## src/hdl/amc_pkg.sv

```systemverilog
`default_nettype none
package amc_pkg;
  localparam int          NUM_AREAS   = 8;
  // Area slots in register and output order
  localparam int          AREA_0      = 0;
  localparam int          AREA_2      = 1;
  localparam int          AREA_3      = 2;
  localparam int          AREA_4      = 3;
  localparam int          AREA_5A     = 4;
  localparam int          AREA_5B     = 5;
  localparam int          AREA_6A     = 6;
  localparam int          AREA_6B     = 7;

  localparam int          ADDR_W      = 8;
  localparam logic [7:0]  BCR_BASE    = 8'h00;
  localparam logic [7:0]  WCR_BASE    = 8'h20;
  localparam logic [7:0]  STATUS_OFF  = 8'h40;

  localparam int          KIND_LSB    = 12;
  localparam int          KIND_MSB    = 14;
  localparam int          WIDTH_LSB   = 9;
  localparam int          WIDTH_MSB   = 10;
  // Bits 31:16 kept as plain storage, 15, 11 and 8:0 read zero
  localparam logic [31:0] BCR_WR_MASK = 32'hFFFF_7600;
  localparam logic [31:0] BCR_RESET   = 32'h0000_0600;
  localparam logic [31:0] WCR_RESET   = 32'h0000_0500;

  localparam logic [2:0]  KIND_NORMAL = 3'h0;
  localparam logic [2:0]  KIND_BURST  = 3'h1;
  localparam logic [2:0]  KIND_MUXIO  = 3'h2;
  localparam logic [2:0]  KIND_BYTESEL = 3'h3;
  localparam logic [2:0]  KIND_SDRAM  = 3'h4;
  localparam int          KINDS       = 5;

  localparam logic [1:0]  WIDTH_8     = 2'h1;
  localparam logic [1:0]  WIDTH_16    = 2'h2;
  localparam logic [1:0]  WIDTH_32    = 2'h3;

  // Wait-control field positions for the non-SDRAM layout
  localparam int          WC_SETUP_LSB = 11;
  localparam int          WC_WAIT_LSB  = 7;
  localparam int          WC_MASK_BIT  = 6;
  localparam int          WC_HOLD_LSB  = 0;
endpackage : amc_pkg
`default_nettype wire

```

## src/hdl/amc_area_decode.sv

```systemverilog
`timescale 1ns/1ns
`default_nettype none
module amc_area_decode #(
  parameter bit WIDE_OK = 1'b1                 // Area may use 32-bit width
) (
  input  wire logic [2:0] kind_code,           // Stored memory-kind field
  input  wire logic [1:0] width_code,          // Effective bus-width code
  output logic      [4:0] kind_onehot,         // Normal,burst,mux,bytesel,sdram
  output logic      [2:0] width_onehot         // 8,16,32 bit; zero if barred
);
  always_comb begin
    kind_onehot = 5'h00;
    unique case (kind_code)
      amc_pkg::KIND_NORMAL:  kind_onehot = 5'h01;
      amc_pkg::KIND_BURST:   kind_onehot = 5'h02;
      amc_pkg::KIND_MUXIO:   kind_onehot = 5'h04;
      amc_pkg::KIND_BYTESEL: kind_onehot = 5'h08;
      amc_pkg::KIND_SDRAM:   kind_onehot = 5'h10;
      default:               kind_onehot = 5'h00;
    endcase
  end

  always_comb begin
    width_onehot = 3'h0;
    unique case (width_code)
      amc_pkg::WIDTH_8:  width_onehot = 3'h1;
      amc_pkg::WIDTH_16: width_onehot = 3'h2;
      amc_pkg::WIDTH_32: width_onehot = WIDE_OK ? 3'h4 : 3'h0;
      default:           width_onehot = 3'h0;
    endcase
  end
endmodule : amc_area_decode
`default_nettype wire

```

## src/hdl/amc_wait_fields.sv

```systemverilog
`timescale 1ns/1ns
`default_nettype none
module amc_wait_fields (
  input  wire logic [4:0]  kind_onehot,        // Decoded memory kind
  input  wire logic [31:0] wait_reg,           // Stored wait-control word
  output logic      [3:0]  access_wait,        // Access wait code
  output logic      [1:0]  setup_delay,        // Address to strobe delay
  output logic      [1:0]  hold_delay,         // Strobe to address delay
  output logic             ext_wait_ignore     // External wait masked
);
  logic async_layout;

  // SDRAM and barred kinds have no fields here; all four outputs are driven zero for them
  assign async_layout = |kind_onehot[3:0];

  always_comb begin
    access_wait     = 4'h0;
    setup_delay     = 2'h0;
    hold_delay      = 2'h0;
    ext_wait_ignore = 1'b0;
    if (async_layout) begin
      access_wait     = wait_reg[amc_pkg::WC_WAIT_LSB +: 4];
      setup_delay     = wait_reg[amc_pkg::WC_SETUP_LSB +: 2];
      hold_delay      = wait_reg[amc_pkg::WC_HOLD_LSB +: 2];
      ext_wait_ignore = wait_reg[amc_pkg::WC_MASK_BIT];
    end
  end
endmodule : amc_wait_fields
`default_nettype wire

```

## src/hdl/amc_area_config.sv

```systemverilog
// Contract
// - Decode memory kind; codes 101-111 barred.
// - Areas 2,3,4,5A width 8/16/32; 00 barred.
// - Areas 5B,6A,6B width 8/16; 00,11 barred.
// - Area 0 width from pin, field ignored.
// - Reserved control bits read zero.
// - Wait register layout follows memory kind.
//
// Implementation choices: the register offsets and the address-and-strobe port.
`timescale 1ns/1ns
`default_nettype none
module amc_area_config (
  input  wire logic        core_clk,            // 100 MHz clock
  input  wire logic        sys_rst,             // Sync reset, active high
  input  wire logic [7:0]  reg_addr,            // Register byte address
  input  wire logic [31:0] reg_wdata,           // Write data
  input  wire logic        reg_wr,              // Write strobe
  input  wire logic        reg_rd,              // Read strobe
  output logic      [31:0] reg_rdata,           // Read data, cycle after rd
  input  wire logic [1:0]  area_zero_width_pin, // Area 0 width strap pin
  output logic      [39:0] area_kind_onehot,    // 5 bits per area
  output logic      [23:0] area_width_onehot,   // 3 bits per area
  output logic      [31:0] area_access_wait,    // 4 bits per area
  output logic      [15:0] area_setup_delay,    // 2 bits per area
  output logic      [15:0] area_hold_delay,     // 2 bits per area
  output logic      [7:0]  area_ext_wait_ignore // 1 bit per area
);
  localparam int N = amc_pkg::NUM_AREAS;

  logic [31:0] bus_ctrl  [N];
  logic [31:0] wait_ctrl [N];
  logic [1:0]  pin_meta;
  logic [1:0]  pin_sync;
  logic [31:0] next_rdata;

  logic [39:0] next_kind;
  logic [23:0] next_width;
  logic [31:0] next_wait;
  logic [15:0] next_setup;
  logic [15:0] next_hold;
  logic [7:0]  next_ignore;

  function automatic logic hit(input logic [7:0] addr,
                               input logic [7:0] base,
                               input int         idx);
    logic [7:0] off;
    off = base + 8'(idx * 4);
    return addr == off;
  endfunction : hit

  function automatic logic wide_ok(input int idx);
    return idx < amc_pkg::AREA_5B;
  endfunction : wide_ok

  // Strap pin comes from outside the clock domain
  always_ff @(posedge core_clk) begin
    if (sys_rst) begin
      pin_meta <= 2'h0;
      pin_sync <= 2'h0;
    end else begin
      pin_meta <= area_zero_width_pin;
      pin_sync <= pin_meta;
    end
  end

  // Control words: barred codes are kept as written, no flag is raised
  always_ff @(posedge core_clk) begin
    if (sys_rst) begin
      for (int i = 0; i < N; i++) begin
        bus_ctrl[i] <= amc_pkg::BCR_RESET;
      end
    end else if (reg_wr) begin
      for (int i = 0; i < N; i++) begin
        if (hit(reg_addr, amc_pkg::BCR_BASE, i)) begin
          bus_ctrl[i] <= reg_wdata & amc_pkg::BCR_WR_MASK;
        end
      end
    end
  end

  always_ff @(posedge core_clk) begin
    if (sys_rst) begin
      for (int i = 0; i < N; i++) begin
        wait_ctrl[i] <= amc_pkg::WCR_RESET;
      end
    end else if (reg_wr) begin
      for (int i = 0; i < N; i++) begin
        if (hit(reg_addr, amc_pkg::WCR_BASE, i)) begin
          wait_ctrl[i] <= reg_wdata;
        end
      end
    end
  end

  // Unmapped addresses read zero
  always_comb begin
    next_rdata = 32'h0000_0000;
    for (int i = 0; i < N; i++) begin
      if (hit(reg_addr, amc_pkg::BCR_BASE, i)) begin
        next_rdata = bus_ctrl[i];
      end
      if (hit(reg_addr, amc_pkg::WCR_BASE, i)) begin
        next_rdata = wait_ctrl[i];
      end
    end
    if (reg_addr == amc_pkg::STATUS_OFF) begin
      next_rdata = {30'h0000_0000, pin_sync};
    end
  end

  // Read data stand only in the cycle after the strobe
  always_ff @(posedge core_clk) begin
    if (sys_rst) begin
      reg_rdata <= 32'h0000_0000;
    end else if (reg_rd) begin
      reg_rdata <= next_rdata;
    end else begin
      reg_rdata <= 32'h0000_0000;
    end
  end

  // Per-area decode; wait fields follow the kind decoded just above them,
  // so a control write takes effect on the wait layout at once
  for (genvar g = 0; g < N; g++) begin : g_area
    logic [1:0] width_code;
    logic [4:0] kind_oh;
    logic [2:0] width_oh;

    // Area 0 ignores its stored width field
    assign width_code = (g == amc_pkg::AREA_0) ? pin_sync
                      : bus_ctrl[g][amc_pkg::WIDTH_MSB:amc_pkg::WIDTH_LSB];

    amc_area_decode #(
      .WIDE_OK      (wide_ok(g))
    ) u_decode (
      .kind_code    (bus_ctrl[g][amc_pkg::KIND_MSB:amc_pkg::KIND_LSB]),
      .width_code   (width_code),
      .kind_onehot  (kind_oh),
      .width_onehot (width_oh)
    );

    amc_wait_fields u_wait (
      .kind_onehot     (kind_oh),
      .wait_reg        (wait_ctrl[g]),
      .access_wait     (next_wait[g*4 +: 4]),
      .setup_delay     (next_setup[g*2 +: 2]),
      .hold_delay      (next_hold[g*2 +: 2]),
      .ext_wait_ignore (next_ignore[g])
    );

    assign next_kind[g*5 +: 5]  = kind_oh;
    assign next_width[g*3 +: 3] = width_oh;
  end

  // Outputs are registered: one cycle after the register write
  always_ff @(posedge core_clk) begin
    if (sys_rst) begin
      area_kind_onehot     <= 40'h00_0000_0000;
      area_width_onehot    <= 24'h00_0000;
      area_access_wait     <= 32'h0000_0000;
      area_setup_delay     <= 16'h0000;
      area_hold_delay      <= 16'h0000;
      area_ext_wait_ignore <= 8'h00;
    end else begin
      area_kind_onehot     <= next_kind;
      area_width_onehot    <= next_width;
      area_access_wait     <= next_wait;
      area_setup_delay     <= next_setup;
      area_hold_delay      <= next_hold;
      area_ext_wait_ignore <= next_ignore;
    end
  end
endmodule : amc_area_config
`default_nettype wire

```

## config.mk

```make
export PLATFORM = sky130hd
export DESIGN_NAME = amc_area_config
export DESIGN_NICKNAME = d
export VERILOG_FILES = /design/src/hdl/amc_pkg.sv /design/src/hdl/amc_area_decode.sv /design/src/hdl/amc_wait_fields.sv /design/src/hdl/amc_area_config.sv
export SDC_FILE = /design/constraint.sdc
export NUM_CORES = 1
export LEC_CHECK = 0
export ABC_AREA = 1
export ABC_CLOCK_PERIOD_IN_PS = 12800
export BUFFER_PORTS_ARGS = -buffer_cell sky130_fd_sc_hd__clkbuf_2
export CAP_MARGIN = 30
export CORE_MARGIN = 8
export CORE_UTILIZATION = 45
export CTS_BUF_LIST = sky130_fd_sc_hd__clkbuf_4 sky130_fd_sc_hd__clkbuf_8 sky130_fd_sc_hd__clkbuf_16
export DETAILED_ROUTE_END_ITERATION = 12
export PLACE_DENSITY = 0.69
export SLEW_MARGIN = 20
export SYNTH_ARGS = -nofsm -noshare
export SYNTH_HDL_FRONTEND = slang
export SYNTH_HIERARCHICAL = 1
export SYNTH_SLANG_ARGS = --single-unit
```

## constraint.sdc

```tcl
create_clock -name core_clk -period 12.8 [get_ports core_clk]
set_input_delay 3.2 -clock core_clk [delete_from_list [all_inputs] [get_ports core_clk]]
set_output_delay 3.2 -clock core_clk [all_outputs]
set_load 0.03 [all_outputs]
```

## Yosys cells after proc, flatten, opt, wreduce, memory -nomap -nowiden

Memories as Yosys holds them, arrays and structs flattened.
Index checks and enable logic that the tools add are counted.

- Equal/unequal tests: 69
- Multiplexer cells: 115
- Bitwise operators: 25
- Reductions and logical operators: 27

Operators with widths:

| operator | number |
|---|---|
| 32-bit 2-to-1 mux | 24 |
| 5-bit one-hot mux with 5 select lines | 8 |
| 21-bit 2-to-1 mux | 8 |
| 1-bit 2-to-1 mux | 66 |
| 8-bit by 6-bit equality test with 1-bit output, second input constant | 8 |
| 3-bit by 2-bit equality test with 1-bit output, second input constant | 16 |
| 3-bit one-hot mux with 3 select lines | 5 |
| 8-bit by 5-bit equality test with 1-bit output, second input constant | 4 |
| 4-bit OR reduction | 8 |
| 2-bit equality test, second input constant | 13 |
| 3-bit by 1-bit equality test with 1-bit output, second input constant | 8 |
| 3-bit equality test, second input constant | 8 |
| 3-bit logical NOT | 8 |
| 2-bit OR reduction | 9 |
| 2-bit by 1-bit equality test with 1-bit output, second input constant | 8 |
| 8-bit by 4-bit equality test with 1-bit output, second input constant | 2 |
| 1-bit OR | 16 |
| 2-bit one-hot mux with 2 select lines | 3 |
| 1-bit inverter | 9 |
| 8-bit by 3-bit equality test with 1-bit output, second input constant | 1 |
| 8-bit by 7-bit equality test with 1-bit output, second input constant | 1 |
| 8-bit logical NOT | 1 |
| 3-bit OR reduction | 1 |
| 2-bit 2-to-1 mux | 1 |

- Bits in registers: 172
- Bits in writable memories: 424
- Bits of input ports: 46
- Output and inout bits: 168
- Word-level logic and storage cells: 276
- Memories kept: 2

Memories:

| memory | words | width | read ports | clocked after Yosys merged registers in | write ports | line | RTL |
|---|---|---|---|---|---|---|---|
| wait_ctrl | 8 | 32 | 8 | 0 | 8 | amc_area_config.sv:31 | `logic [31:0] wait_ctrl [N];` |
| bus_ctrl | 8 | 21 | 8 | 0 | 8 | amc_area_config.sv:30 | `logic [31:0] bus_ctrl [N];` |

## Longest topological paths before layout

Gate-level depths: netlist of run 1.

- Depth in word-level cells: 18
- Depth in mapped cells: 17
- Gate-level depth less buffers: 17

## Cells and area by module

The synthesis of run 1 kept the hierarchy.

By module, submodules not included:

| module | instances | cells an instance | area each (sq um) |
|---|---|---|---|
| amc_area_config | 1 | 2307 | 23223.5 |
| amc_wait_fields | 8 | 20 | 91.3 |
| amc_area_decode (g_area[0].u_decode ...) | 5 | 17 | 66.3 |
| amc_area_decode (g_area[5].u_decode ...) | 3 | 17 | 70.1 |

## Worst setup path after synthesis of run 1

No wires, ideal clock.

- Kind: input-to-reg
- Start point: input reg_addr[0]
- End point: memory wait_ctrl[7][4], in the netlist wait_ctrl[1][100] (enable)
- Library setup time: 0.466 ns
- Arrival: 6.299 ns
- Path slack: 6.035 ns
- Stages: 8
- Cells stage by stage: inv_1 > nand2_1 > nor3_2 > inv_1 > nor2_1 > nand2_1 > clkbuf_1 > o21ai_0

RTL lines:

| element | line | RTL |
|---|---|---|
| from (decl) | amc_area_config.sv:15 | `input wire logic [7:0] reg_addr,` |
| to (decl) | amc_area_config.sv:31 |  |

==> impl_metrics.ini, run 1 <==
[routing]
via_count = 17570
avgRoutedWirePerCell_um = 17.90
route.met3.wl_mm = 4.177
drt_drc_violations_left = 0
route.top_layer_used = met5
detailedRoute.firstIterationViolations = 1291
drt_pre_antenna_iters = 6
viasPerCell = 4.975
detail_route.wirelength.met1_mm = 24.62
ant_nets = 0
met2_wirelength_mm = 31.50
routed_wl_mm = 63.22

[critical_path]
critPathArrivalTime_ns = 6.27
register_to_register_setup_slack_ns = 11.14
crit_chain = clkbuf_2, inv_2, nor2_2, nand2_4, nor2_4, inv_1, nor2_1, inv_2, nand2_1, buf_4
critical_path_required_time_ns = 13.09
crit-reg2reg-capture = reg_rdata[12]$_SDFF_PP0_
crit_path_top_delay_cell = sky130_fd_sc_hd__nor2_4
worst_r2r_startpoint = bus_ctrl[0][23]$_SDFFCE_PN0P_
cp_max_fo = 33
setup.worst_path.start = reg_addr[5]
critPathCaptureType = register
critical_path_class = primary input to register
ff2ff_path_depth = 12
crit_path_largest_cell_delay_ns = 0.74
crit_path_start_kind = primary input
worst_path_most_repeated_cell = sky130_fd_sc_hd__inv_2
worst_setup_path_endpoint = wait_ctrl[0][94]$_SDFFCE_PN0P_

[logic_synthesis]
proportion_of_register_bits_with_asynchronous_set_or_reset_after_synthesis_pct = 0
synthesis.nets = 2649
synth-adder-area-share_pct = 0
syn-cell-area_mm2 = 0.02450
synth_largest_type_area_fraction_pct = 51.98
yosysWarningCount = 6
synth_enable_flop_cells = 424
netlist-cell-type-count = 27
synth_area_in_compound_gates_pct = 4.188
netlist_instances = 2603
synth.top_cells.by_count = 654 x sky130_fd_sc_hd__nor2_1, 442 x sky130_fd_sc_hd__nand2_1, 424 x sky130_fd_sc_hd__edfxtp_1, 406 x sky130_fd_sc_hd__inv_1, 172 x sky130_fd_sc_hd__dfxtp_1
synthMostInstantiatedCell = sky130_fd_sc_hd__nor2_1
synth_top_family_by_area = simple AND/OR/NAND/NOR gates
synth_top_flop_cell = sky130_fd_sc_hd__edfxtp_1
share_of_synthesized_area_spent_on_multiplexers_pct = 0
synth.area.top_cells = sky130_fd_sc_hd__edfxtp_1 52%, sky130_fd_sc_hd__dfxtp_1 14%, sky130_fd_sc_hd__nor2_1 10%
syn_avg_cell_area_um2 = 9.411
synth_largest_area_cell = sky130_fd_sc_hd__edfxtp_1
synth-seq-cells = 596
post_synth_and_or_nand_nor_area_fraction_pct = 20.94
ys_seq_area_share_pct = 66.03
synthXorXnorAreaFrac_pct = 0

[clock_network]
cts_post_setup_buffers_inserted = 0
number_of_sinks_handled_by_clock_tree_synthesis = 596
ctsLongestPathBuffers = 3
clk-insertion-delay-late_ns = 0.63
number_of_hold_buffers_added_after_cts = 0
post_cts.resized_instances = 0
ctsRootBufferMaster = sky130_fd_sc_hd__clkbuf_16
numCtsBuffers = 59
tritoncts_clock_tree = done
number_of_levels_in_the_clock_h_tree = 2
cts.reportedPaths.clkPinSlew_ns = 0.06

[floorplanning]
die_width_um = 249.3
design.portCount = 214
fp-row-count = 85
die_h_um = 249.3
fp.dieArea_mm2 = 0.06216
core_area_mm2 = 0.05381
effective_utilization_at_floorplan_pct = 45.52

[global_route]
grt_util_all_layers_pct = 19.84
grt_pass1_wl_mm = 97.85
grt_max_degree = 102
antenna_violations_before_repair = 3
global_route.overflow_total = 0
grt_pass1_vias = 17510

[run]
max_cap_viol_count = 0

[power_and_ir_drop]
netsw_uw = 970.6
finalPower_uw = 4282
pwr-share-clk_pct = 42.8
leakage_uw = 0.01224
p_comb_share_pct = 5.7
switching_share_pct = 22.67
worst_vdd_drop_mv = 0.09936
sequential_group_share_of_total_power_pct = 51.5
power_density_mw_per_mm2 = 150.7
p_int_uw = 3311

[sta]
timing.final.max_slew_violations = 0
tightestPinTransition_ns = 0.9713
max_clock_freq_mhz = 167.2
clock-skew-final_ns = 0.01890
setup_viol = 0
tns_ns = 0
timing.max_slew.rel_slack_pct = 35.17
timing.final.hold_violations = 0
post-route-min-period_ns = 5.982
unrepaired_setup_endpoints_after_global_routing = false
fin_crit_sh_pct = 46.73

[layout]
design.final.nets = 2830
drive_gt1_share_pct = 15.53
area_growth_syn_to_layout_pct = 15.97

[hold_path]
holdCritPathClass = register to register

[place]
place.port_buffers = 213
dp.final_hpwl_mm = 43.86
gp_routability_congestion = 0.8966

[outcome]
outcome = complete, no violations
[worst min path at each step]
stage | endpoint | from | slack (ns) | cells past startpoint
floorplan | g_area[0].width_code[0]$_SDFF_PP0_ | pin_meta[0]$_SDFF_PP0_ | 0.39 | 2
global placement | g_area[0].width_code[1]$_SDFF_PP0_ | pin_meta[1]$_SDFF_PP0_ | 0.39 | 2
detailed placement | g_area[0].width_code[1]$_SDFF_PP0_ | pin_meta[1]$_SDFF_PP0_ | 0.40 | 2
CTS | g_area[0].width_code[1]$_SDFF_PP0_ | pin_meta[1]$_SDFF_PP0_ | 0.41 | 2
global route | g_area[0].width_code[1]$_SDFF_PP0_ | pin_meta[1]$_SDFF_PP0_ | 0.43 | 2
finish | g_area[0].width_code[1]$_SDFF_PP0_ | pin_meta[1]$_SDFF_PP0_ | 0.41 | 2
[cell usage in the layout, fill, tap and decap left out, types with 14 or more instances in the layout]
cell type / Yosys / layout
sky130_fd_sc_hd__inv_1: 406 / 406
sky130_fd_sc_hd__or2_2: 28 / 28
sky130_fd_sc_hd__a221oi_1: 30 / 30
sky130_fd_sc_hd__nor2_1: 654 / 652
sky130_fd_sc_hd__nand3_1: 88 / 88
sky130_fd_sc_hd__dfxtp_1: 172 / 172
sky130_fd_sc_hd__o21ai_0: 15 / 14
sky130_fd_sc_hd__buf_4: 10 / 16
sky130_fd_sc_hd__inv_2: 21 / 21
sky130_fd_sc_hd__nand2_1: 442 / 438
sky130_fd_sc_hd__clkbuf_2: 0 / 212
sky130_fd_sc_hd__clkbuf_16: 0 / 64
sky130_fd_sc_hd__or2_0: 18 / 18
sky130_fd_sc_hd__a21oi_1: 134 / 134
sky130_fd_sc_hd__edfxtp_1: 424 / 424
sky130_fd_sc_hd__nor2_2: 28 / 29
[power groups by stage]
stage	clock network (uW)	logic, uW	registers (uW)
finish	1830	245	2210
global route	1920	268	2220
CTS	1850	243	2210
detailed placement	0	242	2250
global placement	0	236	2240
floorplan	0	118	2270
[stage by stage]
step	std cells	utilization [%]	setup slack (ns)	hold slack [ns]	area, um^2
after floorplan	2603	-	6.035	0.3883	24500
after global placement	3402	48.34	5.356	0.3943	26010
after detailed placement	3410	48.64	6.093	0.3981	26180
after CTS	3521	52.50	6.755	0.4069	28250
after global routing	3532	52.79	6.601	0.4304	28410
final	3532	52.79	6.818	0.4053	28410
[final cells by class]
class	count	area (um^2)
Antenna cell	2	5.005
Clock buffer	72	1668
Clock inverter	39	411.6
Fill cell	4724	25410
Inverter	427	1603
Multi-Input combinational cell	1455	6191
Sequential cell	596	16180
Tap cell	696	870.8
Timing Repair Buffer	245	1483
[kinds of logic after synthesis]
logic type / Yosys count
buffers and inverters: 552
flip-flops: 596
AO/OA/AOI/OAI: 181
AND/OR/NAND/NOR: 1271
other: 3
[critical path, delay by kind of cell]
kind / cells / cell delay, ns
simple gates: 5 / 1.78
buf+inv: 5 / 1.25
[state kept, by name, indices dropped and copies added, names as in the netlist]
signal                cells
wait_ctrl               256
area_hold_delay          16
area_kind_onehot         40
area_width_onehot        24
bus_ctrl                168
area_ext_wait_ignore      8
area_setup_delay         16
reg_rdata                32
pin_meta                  2
area_access_wait         32
g_area.width_code         2
[metal layers]
| metal | vias up | global-route usage, % |
|---|---|---|
| li1 | 8480 | - |
| met1 | 8257 | 23.44 |
| met2 | 654 | 34.63 |
| met3 | 180 | 3.849 |
| met4 | 2 | 9.232 |
| met5 | - | 0 |
Note: power is estimated with default switching activity, not from simulation.
==> run 2, diff against run 1 <==
--- a/config.mk
+++ b/config.mk
@@ -5,15 +5,15 @@
 export SDC_FILE = /design/constraint.sdc
 export NUM_CORES = 1
 export LEC_CHECK = 0
-export ABC_AREA = 1
-export ABC_CLOCK_PERIOD_IN_PS = 12800
+export ABC_AREA = 0
+export ABC_CLOCK_PERIOD_IN_PS = 4990
 export BUFFER_PORTS_ARGS = -buffer_cell sky130_fd_sc_hd__clkbuf_2
 export CAP_MARGIN = 30
 export CORE_MARGIN = 8
 export CORE_UTILIZATION = 45
 export CTS_BUF_LIST = sky130_fd_sc_hd__clkbuf_4 sky130_fd_sc_hd__clkbuf_8 sky130_fd_sc_hd__clkbuf_16
 export DETAILED_ROUTE_END_ITERATION = 12
-export PLACE_DENSITY = 0.69
+export PLACE_DENSITY = 0.71
 export SLEW_MARGIN = 20
 export SYNTH_ARGS = -nofsm -noshare
 export SYNTH_HDL_FRONTEND = slang
==> constraint.sdc (replaced) <==
create_clock -name core_clk -period 4.99 [get_ports core_clk]
set_input_delay 1.2475 -clock core_clk [delete_from_list [all_inputs] [get_ports core_clk]]
set_output_delay 1.2475 -clock core_clk [all_outputs]
set_load 0.03 [all_outputs]
==> impl_metrics.ini, run 2 <==
[critical_path]
worst_r2r_startpoint = bus_ctrl[0][44]$_SDFFCE_PN0P_
cp_max_fo = 43
ff2ff_path_depth = 4
critPathArrivalTime_ns = 3.85
critical_path_required_time_ns = 5.45
critical_path_class = primary input to register
worst_setup_path_endpoint = reg_rdata[24]$_SDFF_PP0_
crit-reg2reg-capture = reg_rdata[12]$_SDFF_PP0_
register_to_register_setup_slack_ns = 2.68
setup.worst_path.start = reg_addr[1]
crit_path_start_kind = primary input
critPathCaptureType = register

[layout]
layout_top_registers = wait_ctrl (256), bus_ctrl (168), area_kind_onehot (40)
layout.cells.most_common = sky130_fd_sc_hd__edfxtp_1
final_core_utilization_pct = 52.49
largest_register_ff_count = 256
most_frequent_cells_in_the_layout = 424 x sky130_fd_sc_hd__edfxtp_1, 376 x sky130_fd_sc_hd__nor2_1, 218 x sky130_fd_sc_hd__clkbuf_2
layout.filler_cells = 4713
drive_gt1_share_pct = 18.96
final_cells = 3062
design.final.nets = 2352
max_flop_register = wait_ctrl
area_growth_syn_to_layout_pct = 15.88

[clock_network]
number_of_hold_buffers_added_after_cts = 0
cts.reportedPaths.clkPinSlew_ns = 0.06
cts_post_setup_buffers_inserted = 0
numCtsBuffers = 66
number_of_levels_in_the_clock_h_tree = 3
tritoncts_clock_tree = done
clk-insertion-delay-late_ns = 0.61
ctsLongestPathBuffers = 3
ctsRootBufferMaster = sky130_fd_sc_hd__clkbuf_16
number_of_sinks_handled_by_clock_tree_synthesis = 596
post_cts.resized_instances = 0

[global_route]
grt_pass1_wl_mm = 114.4
grt_max_degree = 76
global_route.overflow_total = 0
grt_pass1_vias = 18140
antenna_violations_before_repair = 2
grt_util_all_layers_pct = 23.83

[logic_synthesis]
netlist_instances = 2150
synth_enable_flop_cells = 424
synth_largest_type_area_fraction_pct = 51.22
ys_seq_area_share_pct = 65.07
yosysWarningCount = 6
synth.top_cells.by_count = 424 x sky130_fd_sc_hd__edfxtp_1, 377 x sky130_fd_sc_hd__nor2_1, 179 x sky130_fd_sc_hd__nor2b_1, 172 x sky130_fd_sc_hd__dfxtp_1, 151 x sky130_fd_sc_hd__clkbuf_1
synthesis.nets = 2196
syn_avg_cell_area_um2 = 11.56
syn-cell-area_mm2 = 0.02486
synth_top_flop_cell = sky130_fd_sc_hd__edfxtp_1
synth-seq-cells = 596
proportion_of_register_bits_with_asynchronous_set_or_reset_after_synthesis_pct = 0
synth_largest_area_cell = sky130_fd_sc_hd__edfxtp_1
synthMostInstantiatedCell = sky130_fd_sc_hd__edfxtp_1
netlist-cell-type-count = 54
synth.area.top_cells = sky130_fd_sc_hd__edfxtp_1 51%, sky130_fd_sc_hd__dfxtp_1 14%, sky130_fd_sc_hd__nor2_1 5.7%

[sta]
timing.final.max_slew_violations = 0
setup_viol = 0
tns_ns = 0
timing.max_slew.rel_slack_pct = 30.55
timing.final.hold_violations = 0
tightestPinTransition_ns = 1.042
max_clock_freq_mhz = 294.9
fin_crit_sh_pct = 67.95
setup_ws_ns = 1.599
clock-skew-final_ns = 0.02293
post-route-min-period_ns = 3.391
unrepaired_setup_endpoints_after_global_routing = false

[run]
max_cap_viol_count = 0

[floorplanning]
die_width_um = 251.0
effective_utilization_at_floorplan_pct = 45.30
design.portCount = 214
core_area_mm2 = 0.05488
fp-row-count = 86
die_h_um = 251.0
fp.dieArea_mm2 = 0.06302

[outcome]
outcome = complete, no violations

[routing]
routed_wl_mm = 77.58
drt_drc_violations_left = 0
avgRoutedWirePerCell_um = 25.34
viasPerCell = 6.026
via_count = 18450
detailedRoute.firstIterationViolations = 2541
ant_nets = 0
drt_pre_antenna_iters = 7

[power_and_ir_drop]
leakage_uw = 0.01041
finalPower_uw = 11290
power_density_mw_per_mm2 = 391.9
worst_vdd_drop_mv = 0.2422

[place]
place.port_buffers = 213
dp.final_hpwl_mm = 52.84
gp_routability_congestion = 0.9890
cell_count_after_placement = 2931
pre_cts_ws_ns = 0.9842

[hold_path]
holdCritPathClass = register to register
min_from = pin_meta[0]$_SDFF_PP0_
## run 2: power breakdown
part	switching, uW	internal (uW)	total (uW)
clock network	1970	2810	4780
registers	144	5560	5700
logic	555	244	798
total	2670	8610	11300
## run 2: how the worst min path moves through the flow
stage	end	slack, ns	cells past startpoint
CTS	g_area[0].width_code[0]$_SDFF_PP0_	0.44	1
floorplan	g_area[0].width_code[0]$_SDFF_PP0_	0.41	1
detailed placement	g_area[0].width_code[1]$_SDFF_PP0_	0.43	1
global route	g_area[0].width_code[0]$_SDFF_PP0_	0.46	1
finish	g_area[0].width_code[0]$_SDFF_PP0_	0.44	1
global placement	g_area[0].width_code[1]$_SDFF_PP0_	0.42	1
## run 2: logic make-up (layout without fill, tap and decap cells)
family | after synthesis | in the layout | share of synthesized area, %
AO/OA/AOI/OAI | 493 | 493 | 14.26
buffers and inverters | 241 | 448 | 4.384
flip-flops | 596 | 596 | 65.07
multiplexers | 1 | 1 | 0.04027
other | 3 | 4 | 0.04530
AND/OR/NAND/NOR | 816 | 816 | 16.20
## run 2: final cells by class
type	instances	area, um^2	share of cell area, %
sequential	596	16180	56.15
multi-input combinational	1313	7692	26.70
clock buffer	94	1958	6.798
timing repair buffer	294	1765	6.129
tap	704	880.8	3.058
clock inverter	25	198.9	0.6906
inverter	35	131.4	0.4561
antenna	1	2.502	0.008687
## run 2: worst max-delay path: stages
cell and delay [ns]:
sky130_fd_sc_hd__clkbuf_2 0.20, sky130_fd_sc_hd__nor4b_4 0.88, sky130_fd_sc_hd__nand2_1 0.12, sky130_fd_sc_hd__buf_4 0.32, sky130_fd_sc_hd__o211ai_1 0.23, sky130_fd_sc_hd__a21oi_1 0.18
sky130_fd_sc_hd__a211oi_1 0.52, sky130_fd_sc_hd__o22ai_1 0.13
## run 2: through the flow
stage | area, um^2 | hold WS [ns]
after CTS | 28680 | 0.4433
after floorplan | 24860 | 0.4138
after global placement | 26490 | 0.4168
after detailed placement | 26520 | 0.4269
after global routing | 28800 | 0.4606
final | 28810 | 0.4386
## run 2: metal layers
metal  track usage, %  vias up  routed length [um]
met1            28.93     9024               28790
met5                0        -                  27
met2            40.09     1021               37940
li1                 -     8172                   -
met4            11.87        4                4062
met3            5.050      232                6758
==> run 3, diff against run 2 <==
--- a/config.mk
+++ b/config.mk
@@ -6,14 +6,14 @@
 export NUM_CORES = 1
 export LEC_CHECK = 0
 export ABC_AREA = 0
-export ABC_CLOCK_PERIOD_IN_PS = 4990
+export ABC_CLOCK_PERIOD_IN_PS = 3200
 export BUFFER_PORTS_ARGS = -buffer_cell sky130_fd_sc_hd__clkbuf_2
 export CAP_MARGIN = 30
 export CORE_MARGIN = 8
 export CORE_UTILIZATION = 45
 export CTS_BUF_LIST = sky130_fd_sc_hd__clkbuf_4 sky130_fd_sc_hd__clkbuf_8 sky130_fd_sc_hd__clkbuf_16
 export DETAILED_ROUTE_END_ITERATION = 12
-export PLACE_DENSITY = 0.71
+export PLACE_DENSITY = 0.69
 export SLEW_MARGIN = 20
 export SYNTH_ARGS = -nofsm -noshare
 export SYNTH_HDL_FRONTEND = slang
==> constraint.sdc (replaced) <==
create_clock -name core_clk -period 3.2 [get_ports core_clk]
set_input_delay 0.8 -clock core_clk [delete_from_list [all_inputs] [get_ports core_clk]]
set_output_delay 0.8 -clock core_clk [all_outputs]
set_load 0.03 [all_outputs]
==> impl_metrics.ini, run 3 (synthesized netlist as in run 2, its figures left out) <==
[outcome]
outcome = complete, no violations

[global_route]
grt_max_degree = 56
grt_pass1_vias = 18620
grt_util_all_layers_pct = 24.32
antenna_violations_before_repair = 0
global_route.overflow_total = 0
grt_pass1_wl_mm = 116.9

[floorplanning]
design.portCount = 214
core_area_mm2 = 0.05488
die_width_um = 251.0
fp.dieArea_mm2 = 0.06302
fp-row-count = 86
effective_utilization_at_floorplan_pct = 45.30
die_h_um = 251.0

[critical_path]
critPathArrivalTime_ns = 3.18
critPathCaptureType = register
critical_path_required_time_ns = 3.71
critical_path_class = primary input to register
crit_path_start_kind = primary input
cp_max_fo = 17

[place]
dp.final_hpwl_mm = 53.70
place.port_buffers = 213
pre_cts_ws_ns = -0.01534
gp_routability_congestion = 0.9203

[clock_network]
number_of_levels_in_the_clock_h_tree = 2
number_of_hold_buffers_added_after_cts = 0
post_cts.resized_instances = 0
numCtsBuffers = 60
cts.reportedPaths.clkPinSlew_ns = 0.06
ctsLongestPathBuffers = 3
cts_post_setup_buffers_inserted = 0
tritoncts_clock_tree = done
ctsRootBufferMaster = sky130_fd_sc_hd__clkbuf_16
clk-insertion-delay-late_ns = 0.65
number_of_sinks_handled_by_clock_tree_synthesis = 596

[routing]
drt_pre_antenna_iters = 8
avgRoutedWirePerCell_um = 25.36
detailedRoute.firstIterationViolations = 1966
viasPerCell = 5.928
routed_wl_mm = 79.01
drt_drc_violations_left = 0
via_count = 18470
ant_nets = 0

[sta]
tightestPinTransition_ns = 1.152
setup_ws_ns = 0.5370
post-route-min-period_ns = 2.663
unrepaired_setup_endpoints_after_global_routing = false
max_clock_freq_mhz = 375.5
setup_viol = 0
fin_crit_sh_pct = 83.22
timing.final.hold_violations = 0
clock-skew-final_ns = 0.02808
timing.final.max_slew_violations = 0
hold-worst-slack_ns = 0.3733
timing.max_slew.rel_slack_pct = 22.20

[layout]
most_frequent_cells_in_the_layout = 424 x sky130_fd_sc_hd__edfxtp_1, 376 x sky130_fd_sc_hd__nor2_1, 213 x sky130_fd_sc_hd__clkbuf_2
drive_gt1_share_pct = 20.57
antennaDiodeCount = 0
max_flop_register = wait_ctrl
layout.cells.most_common = sky130_fd_sc_hd__edfxtp_1
layout_top_registers = wait_ctrl (256), bus_ctrl (168), area_kind_onehot (40)
largest_register_ff_count = 256
design.final.nets = 2405
layout.filler_cells = 4666
area_growth_syn_to_layout_pct = 17.63

[power_and_ir_drop]
netsw_uw = 4093
pwr-share-clk_pct = 41.3
leakage_uw = 0.01068
switching_share_pct = 23.56
sequential_group_share_of_total_power_pct = 51.1
worst_vdd_drop_mv = 0.4839
p_int_uw = 13270
finalPower_uw = 17370
p_comb_share_pct = 7.6
power_density_mw_per_mm2 = 594.0

[run]
max_cap_viol_count = 0

[hold_path]
holdCritPathClass = primary input to register
## run 3: cell type report
class / instances / area (um^2) / area share (%)
clock inverter: 26 / 229.0 / 0.7831
clock buffer: 88 / 1814 / 6.205
tap: 704 / 880.8 / 3.013
inverter: 35 / 131.4 / 0.4493
multi-input combinational: 1313 / 7660 / 26.20
sequential: 596 / 16180 / 55.32
timing repair buffer: 353 / 2349 / 8.032
## run 3: worst paths after layout
check / startpoint / endpoint / slack, ns / cells after the start
worst max-delay path: reg_addr[2] / reg_rdata[20]$_SDFF_PP0_ / 0.54 / 7
worst max register to register: bus_ctrl[0][51]$_SDFFCE_PN0P_ / reg_rdata[20]$_SDFF_PP0_ / 0.82 / 5
worst min-delay path: area_zero_width_pin[1] / pin_meta[1]$_SDFF_PP0_ / 0.37 / 2
worst min register to register: pin_meta[1]$_SDFF_PP0_ / g_area[0].width_code[1]$_SDFF_PP0_ / 0.45 / 1
## run 3: critical path, stage by stage
cell and delay (ns):
sky130_fd_sc_hd__clkbuf_2 0.16, sky130_fd_sc_hd__buf_4 0.24, sky130_fd_sc_hd__o311ai_0 0.99, sky130_fd_sc_hd__nand4_1 0.44, sky130_fd_sc_hd__a211oi_1 0.32, sky130_fd_sc_hd__buf_4 0.15, sky130_fd_sc_hd__o22ai_1 0.05
## run 3: stage by stage
stage          instances  TNS (ns)  utilization [%]  area, um^2
6_report            3115         0            53.28       29240
5_1_grt             3115         0            53.28       29240
4_1_cts             3110         0            53.21       29200
3_5_place_dp        2996  -0.01534            49.48       27160
3_3_place_gp        2995   -0.4555            49.47       27150
2_1_floorplan       2150         0                -       24870
## run 3: layer usage
metal	share of wire, %	up-vias	GRT usage [%]	wire length (um)
met5	0	-	0	0
met4	5.6	0	13.30	4450
met3	7.7	208	3.429	6097
met2	49	928	41.91	39010
met1	37	9067	29.29	29450
li1	-	8263	-	-
## run 3: power groups by stage
stage | registers, uW | clock network [uW] | logic, uW
floorplan | 9110 | 0 | 655
global placement | 9020 | 0 | 1290
detailed placement | 9040 | 0 | 1310
CTS | 8870 | 7250 | 1310
global route | 8910 | 7540 | 1400
finish | 8870 | 7170 | 1320
